**src/common/clk_switch_consts.vh**
```
// Behaviour
// Power-up loads defaults; trim value and enables come from one-time memory. Here only the trim is loaded, once per reset on otp_valid.
// External clock pin held low keeps all logic on internal oscillator.
// Oscillator trim value from one-time memory sets nominal 12MHz frequency.
// First rising edge on external pin switches the operating clock to it.
// No external edge within 32 internal cycles returns to internal oscillator.
// Selected clock times chopper, blank time, standstill delay, step generator.
// Controller holds all digital inputs low while cycling the I/O supply.
// External source runs 10-16 MHz, up to 18 MHz at 50% duty.
// Timeout counter on internal clock, cleared per edge, falls back at terminal.
`ifndef CLK_SWITCH_CONSTS_VH
`define CLK_SWITCH_CONSTS_VH
`define TIMEOUT_CYCLES 32
`define TRIM_WIDTH 8
`define TRIM_DEFAULT 8'h80
`define NOMINAL_OSC_KHZ 12000
`define ST_INT 2'b01
`define ST_EXT 2'b10
`endif

```
**src/logic/clock_source_switchover.v**
```verilog
`timescale 1ns/10ps
`include "clk_switch_consts.vh"
module clock_source_switchover #(
    parameter TIMEOUT = `TIMEOUT_CYCLES,
    parameter TRIM_W = `TRIM_WIDTH
) (
    clk,
    rst_n,
    ce,
    otp_valid,
    otp_trim,
    ext_clk_in,
    osc_trim,
    ext_selected,
    timing_tick,
    fallback_pulse
);
    input wire clk;
    input wire rst_n;
    input wire ce;
    input wire otp_valid;
    input wire [TRIM_W-1:0] otp_trim;
    input wire ext_clk_in;
    output reg [TRIM_W-1:0] osc_trim;
    output reg ext_selected;
    output reg timing_tick;
    output reg fallback_pulse;

    localparam CW = $clog2(TIMEOUT + 1);
    localparam integer TERM_I = TIMEOUT - 1;
    localparam integer ONE_I = 1;
    localparam [CW-1:0] TERM = TERM_I[CW-1:0];
    localparam [CW-1:0] CNT_ONE = ONE_I[CW-1:0];
    localparam [CW-1:0] CNT_ZERO = {CW{1'b0}};
    localparam [TRIM_W-1:0] TRIM_RST = `TRIM_DEFAULT;
    localparam [1:0] ST_INT = `ST_INT;
    localparam [1:0] ST_EXT = `ST_EXT;

    reg [1:0] state_r;
    reg [1:0] state_nxt;
    reg ext_prev_r;
    reg trim_loaded_r;
    reg trim_loaded_nxt;
    reg [TRIM_W-1:0] trim_nxt;
    reg [CW-1:0] idle_cnt_r;
    reg [CW-1:0] idle_cnt_nxt;
    reg sel_nxt;
    reg tick_nxt;
    reg fallback_nxt;
    wire ext_rise;
    wire in_ext;
    wire idle_full;

    // Reset low matches the tied-low idle level, so no false edge follows reset
    always @(posedge clk or negedge rst_n) begin
        if (!rst_n) begin
            ext_prev_r <= 1'b0;
        end else if (ce) begin
            ext_prev_r <= ext_clk_in;
        end
    end

    // Pin is taken as synchronous; edge seen on internal clock samples
    assign ext_rise = ext_clk_in & ~ext_prev_r;

    assign in_ext = (state_r == ST_EXT);

    assign idle_full = (idle_cnt_r == TERM);

    // A rise in the last idle cycle still counts as activity
    always @* begin
        state_nxt = state_r;
        case (state_r)
            ST_INT: begin
                if (ext_rise) begin
                    state_nxt = ST_EXT;
                end
            end
            ST_EXT: begin
                if (!ext_rise && idle_full) begin
                    state_nxt = ST_INT;
                end
            end
            default: begin
                state_nxt = ST_INT;
            end
        endcase
    end

    always @(posedge clk or negedge rst_n) begin
        if (!rst_n) begin
            state_r <= ST_INT;
        end else if (ce) begin
            state_r <= state_nxt;
        end
    end

    always @* begin
        idle_cnt_nxt = CNT_ZERO;
        case (state_r)
            ST_EXT: begin
                if (ext_rise) begin
                    idle_cnt_nxt = CNT_ZERO;
                end else if (idle_full) begin
                    idle_cnt_nxt = idle_cnt_r;
                end else begin
                    idle_cnt_nxt = idle_cnt_r + CNT_ONE;
                end
            end
            default: begin
                idle_cnt_nxt = CNT_ZERO;
            end
        endcase
    end

    always @(posedge clk or negedge rst_n) begin
        if (!rst_n) begin
            idle_cnt_r <= CNT_ZERO;
        end else if (ce) begin
            idle_cnt_r <= idle_cnt_nxt;
        end
    end

    // One-shot load; later changes of the memory port are ignored
    always @* begin
        trim_nxt = osc_trim;
        trim_loaded_nxt = trim_loaded_r;
        if (!trim_loaded_r && otp_valid) begin
            trim_nxt = otp_trim;
            trim_loaded_nxt = 1'b1;
        end
    end

    always @(posedge clk or negedge rst_n) begin
        if (!rst_n) begin
            osc_trim <= TRIM_RST;
        end else if (ce) begin
            osc_trim <= trim_nxt;
        end
    end

    always @(posedge clk or negedge rst_n) begin
        if (!rst_n) begin
            trim_loaded_r <= 1'b0;
        end else if (ce) begin
            trim_loaded_r <= trim_loaded_nxt;
        end
    end

    always @* begin
        sel_nxt = 1'b0;
        case (state_nxt)
            ST_EXT: begin
                sel_nxt = 1'b1;
            end
            ST_INT: begin
                sel_nxt = 1'b0;
            end
            default: begin
                sel_nxt = 1'b0;
            end
        endcase
    end

    // Pulse marks the single cycle in which the timeout takes effect
    always @* begin
        fallback_nxt = 1'b0;
        case (state_r)
            ST_EXT: begin
                if (state_nxt == ST_INT) begin
                    fallback_nxt = 1'b1;
                end
            end
            ST_INT: begin
                fallback_nxt = 1'b0;
            end
            default: begin
                fallback_nxt = 1'b0;
            end
        endcase
    end

    // One tick per selected-clock period drives downstream timers
    always @* begin
        tick_nxt = 1'b1;
        case (state_r)
            ST_EXT: begin
                tick_nxt = ext_rise;
            end
            ST_INT: begin
                tick_nxt = 1'b1;
            end
            default: begin
                tick_nxt = 1'b1;
            end
        endcase
    end

    always @(posedge clk or negedge rst_n) begin
        if (!rst_n) begin
            ext_selected <= 1'b0;
        end else if (ce) begin
            ext_selected <= sel_nxt;
        end
    end

    always @(posedge clk or negedge rst_n) begin
        if (!rst_n) begin
            fallback_pulse <= 1'b0;
        end else if (ce) begin
            fallback_pulse <= fallback_nxt;
        end
    end

    always @(posedge clk or negedge rst_n) begin
        if (!rst_n) begin
            timing_tick <= 1'b0;
        end else if (ce) begin
            timing_tick <= tick_nxt;
        end
    end
endmodule

```
**config.mk**
```make
export PLATFORM = sky130hd
export DESIGN_NAME = clock_source_switchover
export DESIGN_NICKNAME = d
export VERILOG_FILES = /design/src/logic/clock_source_switchover.v
export VERILOG_INCLUDE_DIRS = /design/src /design/src/common
export SDC_FILE = /design/constraint.sdc
export NUM_CORES = 1
export LEC_CHECK = 0
export ABC_AREA = 1
export ABC_CLOCK_PERIOD_IN_PS = 1870
export BUFFER_PORTS_ARGS = -buffer_cell sky130_fd_sc_hd__buf_2
export CAP_MARGIN = 15
export CORE_UTILIZATION = 43
export CTS_CLUSTER_SIZE = 28
export DETAILED_ROUTE_END_ITERATION = 6
export PLACE_DENSITY = 0.67
export RECOVER_POWER = 50
export SYNTH_ARGS = -nofsm -noshare
export SYNTH_HDL_FRONTEND = slang
export SYNTH_SLANG_ARGS = --single-unit
```
**constraint.sdc**
```tcl
create_clock -name clk -period 1.87 [get_ports clk]
set_input_delay 0.374 -clock clk [delete_from_list [all_inputs] [get_ports clk]]
set_output_delay 0.374 -clock clk [all_outputs]
set_load 0.005 [all_outputs]
```
After elaboration in Yosys (flattened, before gate mapping). Index checks and enable logic that the tools add are counted.

Flip-flop bits (word level): 21. Bits in latches: 0. RAM bits: 0. Memory bits (read-only): 0. Input port bits: 13. Output and inout bits: 11. Logic and storage cells: 33. Memories kept: 0.

$add $sub $neg: 1. Multipliers: 0. Div/mod/pow operators: 0. $lt $le $gt $ge: 0. Equal/unequal tests: 6. Shift-type cells: 0. Multiplexer cells: 10. Bitwise operators: 2. Reductions and logical operators: 6.

Operators by type and width (count): $mux W6 (3); $add A6 B1 Y6 const B (1); $eq A6 B5 Y1 const B (1); $eq A2 B1 Y1 const B (2); $eq A2 B2 Y1 const B (2); $mux W1 (4); $mux W2 (2); $pmux W2 S2 (1); $reduce_and A2 Y1 (2); $ne A3 B3 Y1 const B (1); $logic_and A1 B1 Y1 (2); $logic_not A1 Y1 (2); $and A1 B1 Y1 (1); $not A1 Y1 (1).

Logic depth before layout (Yosys ltp).
Depth after elaboration: 9. Mapped depth: 9. Mapped depth without buffers: 9.

Least setup slack after synthesis. No wires, ideal clock.

Path kind: flip-flop to flip-flop. From: reg state_r[0]. To: reg idle_cnt_r[4]. Setup time: 0.119 ns. Arrival time: 1.242 ns. Required time: 1.751 ns. Path slack: 0.509 ns. Cell stages (with the launch flop): 9. Path through: dfstp_2 > inv_1 > ha_1 > buf_4 > nand3_2 > nand2_4 > inv_2 > o21ai_1 > o21a_1.

Word-level cells in the longest chain between the ends: 3. Elaborated cells on any way between the ends: 4. Classes of those cells: eq/ne: 2; mux: 1; reduce/logical: 1.

RTL lines: start: declaration (line clock_source_switchover.v:39) `reg [1:0] state_r;`; start signal: assignment (line clock_source_switchover.v:94) `state_r <= state_nxt;`; $eq A2 B2 Y1 * (line clock_source_switchover.v:100) `case (state_r)`; $ne A3 B3 Y1 (no line); $reduce_and A2 Y1 (no line); end signal: assignment (line clock_source_switchover.v:120) `idle_cnt_r <= idle_cnt_nxt;`; end: declaration (line clock_source_switchover.v:45) `reg [CW-1:0] idle_cnt_r;`.

Mark *: on every way between the ends. The rest lies on a longest branch, timed or not. A chain may end at the register's enable or synchronous reset.

Worst setup path after layout.
From: reg idle_cnt_r[0]. To: reg idle_cnt_r[4].

Word-level cells in the longest chain between the ends: 4. Elaborated cells on any way between the ends: 7. Classes of those cells: add/sub: 1; eq/ne: 2; mux: 3; reduce/logical: 1.

RTL lines: $add A6 B1 Y6 (line clock_source_switchover.v:107) `idle_cnt_nxt = idle_cnt_r + CNT_ONE;`; $mux W6 (line clock_source_switchover.v:104) `end else if (idle_full) begin`; $mux W6 (line clock_source_switchover.v:102) `if (ext_rise) begin`; $mux W6 (line clock_source_switchover.v:100).

Several ways; a longest one is shown, not always the timed one. The select of a mux whose other input is x is not followed.

==> flow_summary.yaml <==
run_status:
  status: "finished clean"
setup_path:
  arrival_ps: 1670
  crit_required_ps: 2080
  critPathTopFamily: "simple AND/OR/NAND/NOR gates"
  r2r-end: "idle_cnt_r[4]"
  startpoint_type: "flop"
  path_max_fanout: 9
  critPathKind: "reg -> reg"
  worstRegToRegCells: 7
  r2r_start: "idle_cnt_r[0]"
  endpoint: "idle_cnt_r[4]"
  cp_slowest_cell: "dfrtp_1"
  cp_num_cells: 7
  r2r_slack_ps: 410
  crit_path_start: "idle_cnt_r[0]"
  crit_path_end_kind: "flop"
  worst-path-buf-inv: 0
  path_cells: "ha_1, nand2_2, nor2_4, nand3_2, nand2_4, nor2_1, o21a_1"
  max_stage_delay_ps: 440
cts:
  root_buffer: "clkbuf_4"
  clockBufferDepth: 2
  cts_made_buffers: 3
  htreeDepth: 1
  cts_resized: 0
  clock_latency_ps: 310
  path_clk_slew_ps: 120
  cts_tree: "yes"
  cts.sinks: 21
timing:
  fin_crit_sh_pct: 77.8
  layout_min_cycle_time_ps: 1460
  hold_viol_final: 0
  slew_violations: 0
  max_freq_ghz: 0.687
  layout_setup_ws_ps: 414
  tightest_slew_ps: 1080
  setup_violations: 0
  clock_skew_ps: 3.86
  slew-limit-headroom_pct: 28.0
  rsz0062_at_grt: "false"
  setup_tns_ps: 0
yosys:
  synth_flop_cell: "dfrtp_1"
  synth_common_cells: "nand2_1, dfrtp_1, inv_1"
  synth_xor_area_share_pct: 0.860
  synth_fp_nets: 122
  yosysMostFrequentCell: "nand2_1"
  synth_top_family_by_area: "simple AND/OR/NAND/NOR gates"
  yosys.cell_types.count: 23
  ys_warn_count: 0
  yosysTopAreaCell: "dfrtp_1"
  synthesis.area_mm2: 0.00102
  synth-compound-area-share_pct: 7.86
  synthTopCellsByArea: "dfrtp_1, nand2_1, mux2_2, dfstp_2, inv_1"
  synth_fa_ha_area_share_pct: 3.69
  muxShareOfSynthArea_pct: 8.85
  syn_inst: 106
  async_flop_share_pct: 100
  synth_top_area_share_pct: 46.7
  synthSimpleGateAreaFrac_pct: 20.5
  synth_edf_count: 0
  yosysSeqAreaShare_pct: 51.8
  synth-seq-cells: 21
  syn_avg_cell_area_um2: 9.61
global_route:
  overflow: 0
  grt_max_degree: 22
  antenna_found_initial: 0
  grt_usage_pct: 18.4
  grt_pass1_vias: 802
  grt_pass1_wl_um: 3440
detailed_routing:
  drc: 0
  first_pass_iters: 4
  drt-initial-drc-count: 7
  wirelength_um: 1790
  wire_per_inst_um: 11.2
  ant_nets: 0
  vias: 780
  vias_per_cell: 4.88
hold_path:
  holdCritStartpoint: "otp_trim[3]"
  hp-class: "in -> reg"
  worstHoldPathCells: 2
finish:
  drive_gt1_share_pct: 31.1
  diodes: 0
  final_area_mm2: 0.00119
  synthToLayoutAreaGrowth_pct: 16.8
  final_net_count: 149
  fin_cells: 160
die:
  std_cell_rows: 17
  dieArea_mm2: 0.00257
  start_util_pct: 46.0
  core_area_mm2: 0.00221
  die_x_um: 50.7
  io_pins: 24
  die_h_um: 50.7
pwr:
  p_total_uw: 883
  power_density_mw_per_mm2: 742
  irDropWorstVdd_mv: 0.404
  p_leak_uw: 0.000618
place:
  portBuffers: 23
  post-place-ws_ps: 436
  gp_congestion: 0.812
  dp_hpwl_um: 1410
  place_area_mm2: 0.00116
  placed_cells: 155
flow_run:
  drv_cap: 0
==> worst register-to-register path: cells and delay by family, from the launching register on <==
family | cells | cell delay (ps)
and+or+nand+nor | 5 | 530
AOI/OAI and AO/OA | 1 | 160
DFF | 1 | 440
adders and majority gates | 1 | 230
==> routing by layer <==
metal,up-vias,track usage (%),part of all wire [%]
met5,-,0,0
met4,0,8.33,2.0
met3,5,6.06,5.4
met2,20,29.1,46
met1,360,22.6,46
li1,395,-,-
==> logic make-up after synthesis <==
family / Yosys count
AO/OA/AOI/OAI: 15
XOR/XNOR: 1
adder cells (fa/ha/maj): 3
buffers and inverters: 16
flip-flops: 21
multiplexers: 8
AND/OR/NAND/NOR: 42
==> cells in the final DEF, fill, tap and decap left out, types with 2 or more instances in the layout <==
| cell | count |
|---|---|
| dfrtp_1 | 19 |
| o21ai_0 | 9 |
| inv_1 | 13 |
| nand4_1 | 3 |
| nand3b_1 | 2 |
| nand3_1 | 6 |
| ha_1 | 3 |
| clkbuf_4 | 3 |
| a21oi_1 | 3 |
| mux2_2 | 8 |
| nand2_1 | 25 |
| nor2_1 | 2 |
| buf_2 | 22 |
| dfstp_2 | 2 |
==> repair_timing <==
item | CTS | global route
setup buffers | 0 | 0
hold buffers | 0 | 1
endpoints found under the hold margin | 0 | 6
==> stage by stage <==
stage	utilization (%)	hold WS, ps
final	53.8	283
after global routing	53.8	258
after CTS	53.6	2.34
after detailed placement	52.3	356
after global placement	52.3	354
after floorplan	-	78.4
==> worst min-delay path by stage <==
stage                         end  slack (ps)
global placement    idle_cnt_r[4]         350
finish                osc_trim[3]         280
floorplan              ext_prev_r          80
detailed placement  idle_cnt_r[4]         360
CTS                 idle_cnt_r[1]           2
global route          osc_trim[3]         260
==> flip-flops by register name, indices dropped and copies added, names as in the netlist <==
| register | cells |
|---|---|
| ext_prev_r | 1 |
| ext_selected | 1 |
| fallback_pulse | 1 |
| idle_cnt_r | 6 |
| osc_trim | 8 |
| state_r | 2 |
| timing_tick | 1 |
| trim_loaded_r | 1 |
==> report_power, final <==
group | internal, µW | total [µW] | leakage [µW] | switching, µW
Sequential | 484 | 499 | 0.000276 | 15.5
Combinational | 64.3 | 160 | 0.000328 | 95.7
Clock | 81.7 | 224 | 0.0000139 | 142
Total | 630 | 883 | 0.000618 | 253
==> area by class of cell <==
type | count | area [µm²]
Timing Repair Buffer | 24 | 124
Sequential cell | 21 | 528
Multi-Input combinational cell | 69 | 420
Inverter | 14 | 52.6
Tap cell | 28 | 35.0
Fill cell | 217 | 1020
Clock inverter | 1 | 7.51
Clock buffer | 3 | 22.5
Power figures use the tool's default switching activity.
